File: src/core/urxs_defines.svh
// constants for the receiver status and interrupt block
`ifndef URXS_DEFINES_SVH
`define URXS_DEFINES_SVH

// status word bit positions
`define URXS_ST_RXFULL   0
`define URXS_ST_TXEMPTY  1
`define URXS_ST_CARRIER  2
`define URXS_ST_CLEAR    3
`define URXS_ST_FRAMING  4
`define URXS_ST_OVERRUN  5
`define URXS_ST_PARITY   6
`define URXS_ST_IRQ      7

// control word field positions
`define URXS_CR_DIV_LO   0
`define URXS_CR_DIV_HI   1
`define URXS_CR_WS_LO    2
`define URXS_CR_WS_HI    4
`define URXS_CR_TC_LO    5
`define URXS_CR_TC_HI    6
`define URXS_CR_RXIE     7

// control word reset value holds the block in master reset
`define URXS_CTRL_RESET  8'h03

// divide select codes
`define URXS_DIV_1       2'h0
`define URXS_DIV_16      2'h1
`define URXS_DIV_64      2'h2
`define URXS_DIV_MRESET  2'h3

// transmit control codes
`define URXS_TC_TXIE     2'h1
`define URXS_TC_RTS_HIGH 2'h2
`define URXS_TC_BREAK    2'h3

// serial clock edges per bit and per half start bit
`define URXS_RATIO_1     7'h01
`define URXS_RATIO_16    7'h10
`define URXS_RATIO_64    7'h40
`define URXS_HALF_1      7'h01
`define URXS_HALF_16     7'h08
`define URXS_HALF_64     7'h20

// character lengths
`define URXS_BITS_7      4'h7
`define URXS_BITS_8      4'h8

// transmit buffer
`define URXS_FIFO_DEPTH  32
`define URXS_DATA_W      8

`endif

File: src/core/urxs_pkg.sv
// types for the receiver status and interrupt block
package urxs_pkg;

    typedef enum logic [1:0] {rx_idle, rx_data, rx_par, rx_stop} urxs_rx_t;

    typedef enum logic [2:0] {tx_idle, tx_start, tx_data, tx_par, tx_stop1, tx_stop2} urxs_tx_t;

    typedef struct packed {
        logic eight;
        logic par_en;
        logic par_odd;
        logic two_stop;
    } urxs_fmt_t;

    typedef struct packed {
        logic [7:0] ctrl;
        logic [7:0] receive_holding_register;
        logic       receive_full_flag;
        logic       receive_overrun_flag;
        logic       overrun_pending;
        logic       parity_mismatch_flag;
        logic       framing_flag;
        logic       e_prev;
        logic       clk_prev;
        urxs_rx_t   rx_st;
        logic [6:0] rx_cnt;
        logic [3:0] rx_bit;
        logic [7:0] rx_shift;
        logic       rx_parbit;
        urxs_tx_t   tx_st;
        logic [6:0] tx_cnt;
        logic [3:0] tx_bit;
        logic [7:0] tx_shift;
        logic       tx_parbit;
        logic       txd;
        logic       tx_irq_armed;
        logic       irq;
        logic [7:0] data_out;
    } urxs_state_t;

endpackage

File: src/core/urxs_top.sv
// serial receiver/transmitter with status word, overrun, parity and interrupt logic
// Operation
// - overrun arises at final bit of second character
// - overrun shown only after held character read
// - receive-full stays set until overrun cleared
// - receiver keeps character framing during overrun
// - overrun cleared by data read or master reset
// - parity mismatch flag from ones count
// - parity flag lives with held character
// - no-parity formats suppress generation and check
// - top status bit is inverted request line
// - enabled sources drive request and status bit
// - data read or data write releases request
// - status word read with select low, read high
// - receive interrupts gated by receive enable bit
// - transmit interrupt only for control code 01
// - master reset clears flags except transmit-empty and modem inputs
`include "urxs_defines.svh"

module urxs_top
    import urxs_pkg::*;
(
    // clock and reset
    input  wire logic       clock_i,
    input  wire logic       rst_i,
    // processor bus
    input  wire logic       e_i,
    input  wire logic       cs0_i,
    input  wire logic       cs1_i,
    input  wire logic       cs2_n_i,
    input  wire logic       register_select_line_i,
    input  wire logic       rw_i,
    input  wire logic [7:0] data_i,
    output logic      [7:0] data_o,
    output logic            data_oe_o,
    output logic            irq_n_o,
    // serial side
    input  wire logic       rxtx_clk_i,
    input  wire logic       rxd_i,
    output logic            txd_o,
    // modem control
    input  wire logic       cts_n_i,
    input  wire logic       dcd_n_i,
    output logic            rts_n_o
);
    urxs_state_t s_q;
    urxs_state_t s_d;
    urxs_fmt_t   fmt;
    logic [6:0]  ratio;
    logic [6:0]  half;
    logic [3:0]  nbits;
    logic [1:0]  tc;
    logic        mreset;
    logic        sel;
    logic        e_fall;
    logic        rd_data;
    logic        wr_data;
    logic        wr_ctrl;
    logic        rx_tick;
    logic        tx_tick;
    logic        fifo_in_ready;
    logic        fifo_out_valid;
    logic        fifo_out_ready;
    logic [7:0]  fifo_out_data;
    logic        transmit_empty_flag;
    logic [7:0]  status;
    logic [7:0]  rx_char;
    logic        rx_src;
    logic        tx_src;
    function automatic urxs_fmt_t ws_decode(input logic [2:0] ws);
        urxs_fmt_t f;
        f.eight    = ws[2];
        f.par_en   = !(ws[2] && !ws[1]);
        f.par_odd  = ws[0];
        f.two_stop = !ws[1] && !(ws[2] && ws[0]);
        return f;
    endfunction
    function automatic logic [6:0] div_ratio(input logic [1:0] d, input logic want_half);
        logic [6:0] r;
        case (d)
            `URXS_DIV_16: r = want_half ? `URXS_HALF_16 : `URXS_RATIO_16;
            `URXS_DIV_64: r = want_half ? `URXS_HALF_64 : `URXS_RATIO_64;
            default:      r = want_half ? `URXS_HALF_1 : `URXS_RATIO_1;
        endcase
        return r;
    endfunction
    assign fmt     = ws_decode(s_q.ctrl[`URXS_CR_WS_HI:`URXS_CR_WS_LO]);
    assign ratio   = div_ratio(s_q.ctrl[`URXS_CR_DIV_HI:`URXS_CR_DIV_LO], 1'b0);
    assign half    = div_ratio(s_q.ctrl[`URXS_CR_DIV_HI:`URXS_CR_DIV_LO], 1'b1);
    assign nbits   = fmt.eight ? `URXS_BITS_8 : `URXS_BITS_7;
    assign tc      = s_q.ctrl[`URXS_CR_TC_HI:`URXS_CR_TC_LO];
    assign mreset  = (s_q.ctrl[`URXS_CR_DIV_HI:`URXS_CR_DIV_LO] == `URXS_DIV_MRESET);
    assign sel     = cs0_i && cs1_i && !cs2_n_i;
    // accesses act on the falling edge of the enable strobe
    assign e_fall  = s_q.e_prev && !e_i;
    assign rd_data = sel && e_fall && register_select_line_i && rw_i;
    assign wr_data = sel && e_fall && register_select_line_i && !rw_i;
    assign wr_ctrl = sel && e_fall && !register_select_line_i && !rw_i;
    assign rx_tick = rxtx_clk_i && !s_q.clk_prev;
    assign tx_tick = !rxtx_clk_i && s_q.clk_prev;
    // clear-to-send high hides the empty indication
    assign transmit_empty_flag = fifo_in_ready && !cts_n_i;
    assign fifo_out_ready      = (s_q.tx_st == tx_idle) && !mreset;
    assign rx_char = fmt.eight ? s_q.rx_shift : {1'b0, s_q.rx_shift[7:1]};
    always_comb
    begin
        status                   = '0;
        status[`URXS_ST_RXFULL]  = s_q.receive_full_flag;
        status[`URXS_ST_TXEMPTY] = transmit_empty_flag;
        status[`URXS_ST_CARRIER] = dcd_n_i;
        status[`URXS_ST_CLEAR]   = cts_n_i;
        status[`URXS_ST_FRAMING] = s_q.framing_flag;
        status[`URXS_ST_OVERRUN] = s_q.receive_overrun_flag;
        status[`URXS_ST_PARITY]  = s_q.parity_mismatch_flag;
        status[`URXS_ST_IRQ]     = s_q.irq;
    end
    always_comb
    begin
        s_d          = s_q;
        rx_src       = 1'b0;
        tx_src       = 1'b0;
        s_d.e_prev   = e_i;
        s_d.clk_prev = rxtx_clk_i;
        if (wr_ctrl)
            s_d.ctrl = data_i;
        if (sel && e_i && rw_i)
            s_d.data_out = register_select_line_i ? s_q.receive_holding_register : status;
        if (rd_data)
        begin
            if (s_q.overrun_pending)
            begin
                s_d.receive_overrun_flag = 1'b1;
                s_d.overrun_pending      = 1'b0;
            end
            else
            begin
                s_d.receive_overrun_flag = 1'b0;
                s_d.receive_full_flag    = 1'b0;
            end
        end
        if (wr_data)
            s_d.tx_irq_armed = 1'b0;
        if (rx_tick && !mreset)
        begin
            if (s_q.rx_st == rx_idle)
            begin
                s_d.rx_cnt = rxd_i ? 7'h00 : (s_q.rx_cnt + 7'h01);
                if (!rxd_i && (s_d.rx_cnt == half))
                begin
                    s_d.rx_st  = rx_data;
                    s_d.rx_cnt = '0;
                    s_d.rx_bit = '0;
                end
            end
            else
            begin
                s_d.rx_cnt = s_q.rx_cnt + 7'h01;
                if (s_d.rx_cnt == ratio)
                begin
                    s_d.rx_cnt = '0;
                    case (s_q.rx_st)
                        rx_data:
                        begin
                            s_d.rx_shift = {rxd_i, s_q.rx_shift[7:1]};
                            s_d.rx_bit   = s_q.rx_bit + 4'h1;
                            if (s_d.rx_bit == nbits)
                                s_d.rx_st = fmt.par_en ? rx_par : rx_stop;
                        end
                        rx_par:
                        begin
                            s_d.rx_parbit = rxd_i;
                            s_d.rx_st     = rx_stop;
                        end
                        rx_stop:
                        begin
                            s_d.rx_st = rx_idle;
                            if (s_d.receive_full_flag)
                                s_d.overrun_pending = 1'b1;
                            else
                            begin
                                s_d.receive_holding_register = rx_char;
                                s_d.receive_full_flag        = 1'b1;
                                s_d.framing_flag             = !rxd_i;
                                s_d.parity_mismatch_flag = fmt.par_en &&
                                    ((^rx_char ^ s_q.rx_parbit) != fmt.par_odd);
                            end
                        end
                        default:
                            s_d.rx_st = rx_idle;
                    endcase
                end
            end
        end
        // transmitter takes the next word only when idle
        if (fifo_out_valid && fifo_out_ready)
        begin
            s_d.tx_shift     = fifo_out_data;
            s_d.tx_parbit    = fmt.par_odd ^ (^(fmt.eight ? fifo_out_data : {1'b0, fifo_out_data[6:0]}));
            s_d.tx_st        = tx_start;
            s_d.tx_cnt       = '0;
            s_d.tx_bit       = '0;
            s_d.tx_irq_armed = 1'b1;
        end
        else if (tx_tick && (s_q.tx_st != tx_idle) && !mreset)
        begin
            if (s_q.tx_cnt == 7'h00)
                case (s_q.tx_st)
                    tx_start: s_d.txd = 1'b0;
                    tx_data:  s_d.txd = s_q.tx_shift[0];
                    tx_par:   s_d.txd = s_q.tx_parbit;
                    default:  s_d.txd = 1'b1;
                endcase
            s_d.tx_cnt = s_q.tx_cnt + 7'h01;
            if (s_d.tx_cnt == ratio)
            begin
                s_d.tx_cnt = '0;
                case (s_q.tx_st)
                    tx_start: s_d.tx_st = tx_data;
                    tx_data:
                    begin
                        s_d.tx_shift = {1'b0, s_q.tx_shift[7:1]};
                        s_d.tx_bit   = s_q.tx_bit + 4'h1;
                        if (s_d.tx_bit == nbits)
                            s_d.tx_st = fmt.par_en ? tx_par : tx_stop1;
                    end
                    tx_par:   s_d.tx_st = tx_stop1;
                    tx_stop1: s_d.tx_st = fmt.two_stop ? tx_stop2 : tx_idle;
                    default:  s_d.tx_st = tx_idle;
                endcase
            end
        end
        if (tc == `URXS_TC_BREAK)
            s_d.txd = 1'b0;
        else if (s_q.tx_st == tx_idle)
            s_d.txd = 1'b1;
        if (mreset)
        begin
            s_d.receive_full_flag    = 1'b0;
            s_d.receive_overrun_flag = 1'b0;
            s_d.overrun_pending      = 1'b0;
            s_d.parity_mismatch_flag = 1'b0;
            s_d.framing_flag         = 1'b0;
            s_d.rx_st                = rx_idle;
            s_d.rx_cnt               = '0;
            s_d.tx_st                = tx_idle;
            s_d.tx_cnt               = '0;
            s_d.tx_irq_armed         = 1'b1;
            s_d.txd                  = 1'b1;
        end
        rx_src = s_q.ctrl[`URXS_CR_RXIE] && (s_d.receive_full_flag || s_d.receive_overrun_flag);
        tx_src = (tc == `URXS_TC_TXIE) && transmit_empty_flag && s_d.tx_irq_armed;
        s_d.irq = !mreset && (rx_src || tx_src);
    end
    always_ff @(posedge clock_i or posedge rst_i)
    begin
        if (rst_i)
        begin
            s_q              <= '0;
            s_q.ctrl         <= `URXS_CTRL_RESET;
            s_q.txd          <= 1'b1;
            s_q.tx_irq_armed <= 1'b1;
        end
        else
            s_q <= s_d;
    end
    // a write to a full buffer is dropped; software polls the empty flag first
    urxs_fifo #(
        .WIDTH(`URXS_DATA_W),
        .DEPTH(`URXS_FIFO_DEPTH)
    ) u_fifo (
        .clock_i    (clock_i),
        .rst_i      (rst_i),
        .flush_i    (mreset),
        .in_valid_i (wr_data && !mreset),
        .in_ready_o (fifo_in_ready),
        .in_data_i  (data_i),
        .out_valid_o(fifo_out_valid),
        .out_ready_i(fifo_out_ready),
        .out_data_o (fifo_out_data)
    );
    assign data_o    = s_q.data_out;
    assign data_oe_o = sel && e_i && rw_i;
    assign irq_n_o   = !s_q.irq;
    assign txd_o     = s_q.txd;
    assign rts_n_o   = (tc == `URXS_TC_RTS_HIGH);
endmodule

File: src/core/urxs_fifo.sv
// transmit holding fifo with registered read data
module urxs_fifo #(
    parameter int WIDTH = 8,
    parameter int DEPTH = 32
) (
    // clock and reset
    input  wire logic             clock_i,
    input  wire logic             rst_i,
    input  wire logic             flush_i,
    // fill side
    input  wire logic             in_valid_i,
    output logic                  in_ready_o,
    input  wire logic [WIDTH-1:0] in_data_i,
    // drain side
    output logic                  out_valid_o,
    input  wire logic             out_ready_i,
    output logic      [WIDTH-1:0] out_data_o
);
    localparam int AW = $clog2(DEPTH);

    typedef struct packed {
        logic [AW:0]      wptr;
        logic [AW:0]      rptr;
        logic             ov;
        logic [WIDTH-1:0] od;
    } urxs_fifo_state_t;

    urxs_fifo_state_t s_q;
    urxs_fifo_state_t s_d;
    logic [WIDTH-1:0] mem_q [DEPTH];
    logic             mem_empty;
    logic             push;
    logic             load;

    assign mem_empty   = (s_q.wptr == s_q.rptr);
    assign in_ready_o  = !((s_q.wptr[AW] != s_q.rptr[AW]) && (s_q.wptr[AW-1:0] == s_q.rptr[AW-1:0]));
    assign push        = in_valid_i && in_ready_o;
    assign load        = !mem_empty && (!s_q.ov || out_ready_i);
    assign out_valid_o = s_q.ov;
    assign out_data_o  = s_q.od;

    always_comb
    begin
        s_d = s_q;
        if (push)
        begin
            s_d.wptr = s_q.wptr + 1'b1;
        end
        if (out_ready_i && s_q.ov)
        begin
            s_d.ov = 1'b0;
        end
        if (load)
        begin
            s_d.od   = mem_q[s_q.rptr[AW-1:0]];
            s_d.ov   = 1'b1;
            s_d.rptr = s_q.rptr + 1'b1;
        end
        if (flush_i)
        begin
            s_d = '0;
        end
    end

    // storage has no reset; the pointers alone decide what is valid
    always_ff @(posedge clock_i)
    begin
        if (push)
        begin
            mem_q[s_q.wptr[AW-1:0]] <= in_data_i;
        end
    end

    always_ff @(posedge clock_i or posedge rst_i)
    begin
        if (rst_i)
        begin
            s_q <= '0;
        end
        else
        begin
            s_q <= s_d;
        end
    end
endmodule

File: config.mk
export PLATFORM = sky130hd
export DESIGN_NAME = urxs_top
export DESIGN_NICKNAME = d
export VERILOG_FILES = /design/src/core/urxs_pkg.sv /design/src/core/urxs_top.sv /design/src/core/urxs_fifo.sv
export VERILOG_INCLUDE_DIRS = /design/src /design/src/core
export SDC_FILE = /design/constraint.sdc
export NUM_CORES = 1
export LEC_CHECK = 0
export BUFFER_PORTS_ARGS = -buffer_cell sky130_fd_sc_hd__buf_2
export CORE_MARGIN = 2
export CORE_UTILIZATION = 46
export DETAILED_ROUTE_END_ITERATION = 12
export PLACE_DENSITY = 0.68
export SLEW_MARGIN = 20
export SYNTH_ARGS = -nofsm -noshare
export SYNTH_HDL_FRONTEND = slang
export SYNTH_SLANG_ARGS = --single-unit
File: constraint.sdc
create_clock -name clock_i -period 6.1 [get_ports clock_i]
set_input_delay 0 -clock clock_i [delete_from_list [all_inputs] [get_ports clock_i]]
set_output_delay 0 -clock clock_i [all_outputs]
set_load 0.03 [all_outputs]
==> results.yml <==
status:
  status: "finished, final reports clean"
yosys:
  yosys_most_used_dff: "edfxtp_1"
  ys_seq_elements: 356
  synthCells: 1029
  synth_edf_count: 256
  ys_types: 67
  syn_avg_cell_area_um2: 15.3
  synth_fp_nets: 1066
  synth_area_um2: 15700
  yosys_warnings: 0
  yosysSeqAreaShare: 0.649
  synthArstFlopShare: 0.281
flow_run:
  drv_cap: 0
timing:
  rsz0062_at_grt: "no"
  finalHoldViolCount: 0
  tightestPinTransition_ns: 1.07
  max_freq_mhz: 298
  fin_skew_ns: 0.0326
  slew_viol_final: 0
  whs_ns: 0.0426
  relSlewSlack: 0.283
  setup_viol: 0
  min_period_ns: 3.35
  timing.setup.tns_ns: 0
  fin_crit_sh: 0.550
floorplan:
  die_area_um2: 35600
  ioPinCount: 32
  start_util: 0.468
  coreArea_um2: 33500
  fp.dieH_um: 189
  row_count: 67
  die_w_um: 189
global_route:
  grt_overflow_total: 0
  antenna_found_initial: 0
  grt_pass1_wl_mm: 52.7
  first_global_vias: 8805
  globalRouteTotalUtil: 0.196
  grt_max_degree: 65
critical_path:
  critPathMaxFanout: 41
  arrival_ns: 3.53
  worst_setup_path_end_kind: "flip-flop"
  cp-start-kind: "flip-flop"
  startpoint: "u_fifo.s_q[11]"
  cp.required_ns: 6.28
  worstSetupPathType: "flip-flop to flip-flop"
  r2r_start: "u_fifo.s_q[11]"
finish:
  fin_util: 0.524
  antenna_cells: 0
  area_growth_pct: 12.0
  drive_gt1_frac: 0.191
  final_common_cell: "edfxtp_1"
  layout_common_cells: "edfxtp_1 (256), nor2_1 (95), dfrtp_1 (93)"
  nFillCells: 2761
  nets: 1090
detailed_routing:
  routedWlPerCell_um: 22.2
  num_vias: 8786
  dr.pass1.iters: 5
  routed_wl_mm: 34.0
  drt_iter0_markers: 818
  antenna_left: 0
  via_per_inst: 5.74
  drc_errors: 0
power_and_ir_drop:
  switchingPower_mw: 1.30
  p_clk_frac: 0.426
  seqPwrFrac: 0.481
  internal_power_mw: 4.30
  vdd_drop_max_v: 0.000269
  p_leak_nw: 6.13
  comb_power_share: 0.092
  p_sw_frac: 0.233
  power_density_nw_per_um2: 319
hold_path:
  hold_class: "input port to asynchronous set/reset pin"
cts:
  post_cts_resized: 0
  cts-buffers-inserted: 38
  cts_buffer_depth: 3
  cts_root_buf: "clkbuf_16"
  h-tree-depth: 2
  clk_latency_ns: 0.55
  cts_tree: "yes"
  path_clk_slew_ns: 0.06
  cts_sinks: 356
placed_design:
  port_buffers: 31
  place_hpwl_mm: 21.0
  gp_congestion: 0.858
-- routing by layer --
layer / part of all wire / vias up / wire length (µm) / track usage
li1: - / 3994 / - / -
met1: 0.44 / 4455 / 14900 / 0.277
met2: 0.47 / 281 / 16100 / 0.311
met3: 0.062 / 56 / 2110 / 0.0358
met4: 0.025 / 0 / 833 / 0.0604
met5: 0 / - / 0 / 0
-- registers in the layout, summed over array words and instances, names as in the netlist --
signal              count
u_fifo.out_data_o       8
u_fifo.out_valid_o      1
u_fifo.s_q             12
txd_o                   1
data_o                  8
u_fifo.mem_q          256
s_q                    68
fmt                     2
-- repair_timing --
item	CTS	global route
setup endpoints to repair	0	0
buffers inserted	0	0
hold buffers	10	0
hold endpoints to repair	49	0
-- logic make-up (layout without fill, tap and decap cells) --
logic type / after synthesis / after routing / synth area share
XOR/XNOR: 52 / 52 / 0.0299
flip-flops: 356 / 356 / 0.649
buffers and inverters: 85 / 139 / 0.0237
adder cells (fa/ha/maj): 18 / 18 / 0.0143
AO/OA/AOI/OAI: 124 / 124 / 0.0543
multiplexers: 138 / 138 / 0.147
AND/OR/NAND/NOR: 256 / 256 / 0.0815
-- cell type report --
cell class | instances | area [µm²] | share of cell area
clock inverters | 22 | 289 | 0.0164
multi-input cells | 588 | 5140 | 0.292
inverters | 22 | 85.1 | 0.00484
clock buffers | 48 | 1010 | 0.0574
well taps | 448 | 561 | 0.0319
repair buffers | 47 | 300 | 0.0171
flip-flops and latches | 356 | 10200 | 0.580
-- Yosys cell counts (all sizes together), types with 15 or more instances --
cell,count,area share
a211oi,18,0.0086
a21oi,35,0.011
buf,32,0.011
clkbuf,31,0.0074
dfrtp,96,0.15
edfxtp,256,0.49
ha,17,0.014
inv,22,0.0053
mux2,20,0.014
mux2i,46,0.029
mux4,72,0.10
nand2,48,0.011
nand3,16,0.0051
nor2,97,0.023
nor2b,15,0.0060
nor3,15,0.0048
o21ai,22,0.0070
xnor2,30,0.017
xor2,21,0.012
-- critical path, cell delays in order, from the launching register on --
cell,delay (ns)
dfrtp_2,1.00
xnor2_1,0.13
nand3_1,0.20
nor3_1,0.09
nor3_1,0.39
nand2_1,0.45
nor2_1,0.73
-- stage by stage --
stage | instances | power [mW] | area [µm²] | setup WS, ns
final | 1531 | 5.60 | 17600 | 2.75
after CTS | 1531 | 5.65 | 17600 | 2.69
after floorplan | 1029 | 3.13 | 15700 | 3.23
after detailed placement | 1451 | 3.26 | 16200 | 2.72
after global routing | 1531 | 5.80 | 17600 | 2.51
after global placement | 1451 | 3.26 | 16200 | 2.86
-- path summary, 6_finish.rpt --
path	endpoint	cells past startpoint	slack, ns
worst min register to register	s_q[11]	1	0.51
max in group asynchronous	u_fifo.s_q[9]	4	4.76
worst max register to register	u_fifo.mem_q[29][3]	6	2.75
min in group clock_i	u_fifo.mem_q[18][0]	1	0.07
worst min-delay path	data_o[2]	3	0.04
worst max-delay path	u_fifo.mem_q[29][3]	6	2.75
-- power groups by stage --
stage	sequential [mW]	clock (mW)	combinational (mW)
3_3_place_gp	2.75	0	0.511
5_1_grt	2.70	2.53	0.568
4_1_cts	2.70	2.43	0.522
6_report	2.70	2.39	0.518
2_1_floorplan	2.72	0	0.416
3_5_place_dp	2.75	0	0.516
Power figures use the tool's default switching activity.
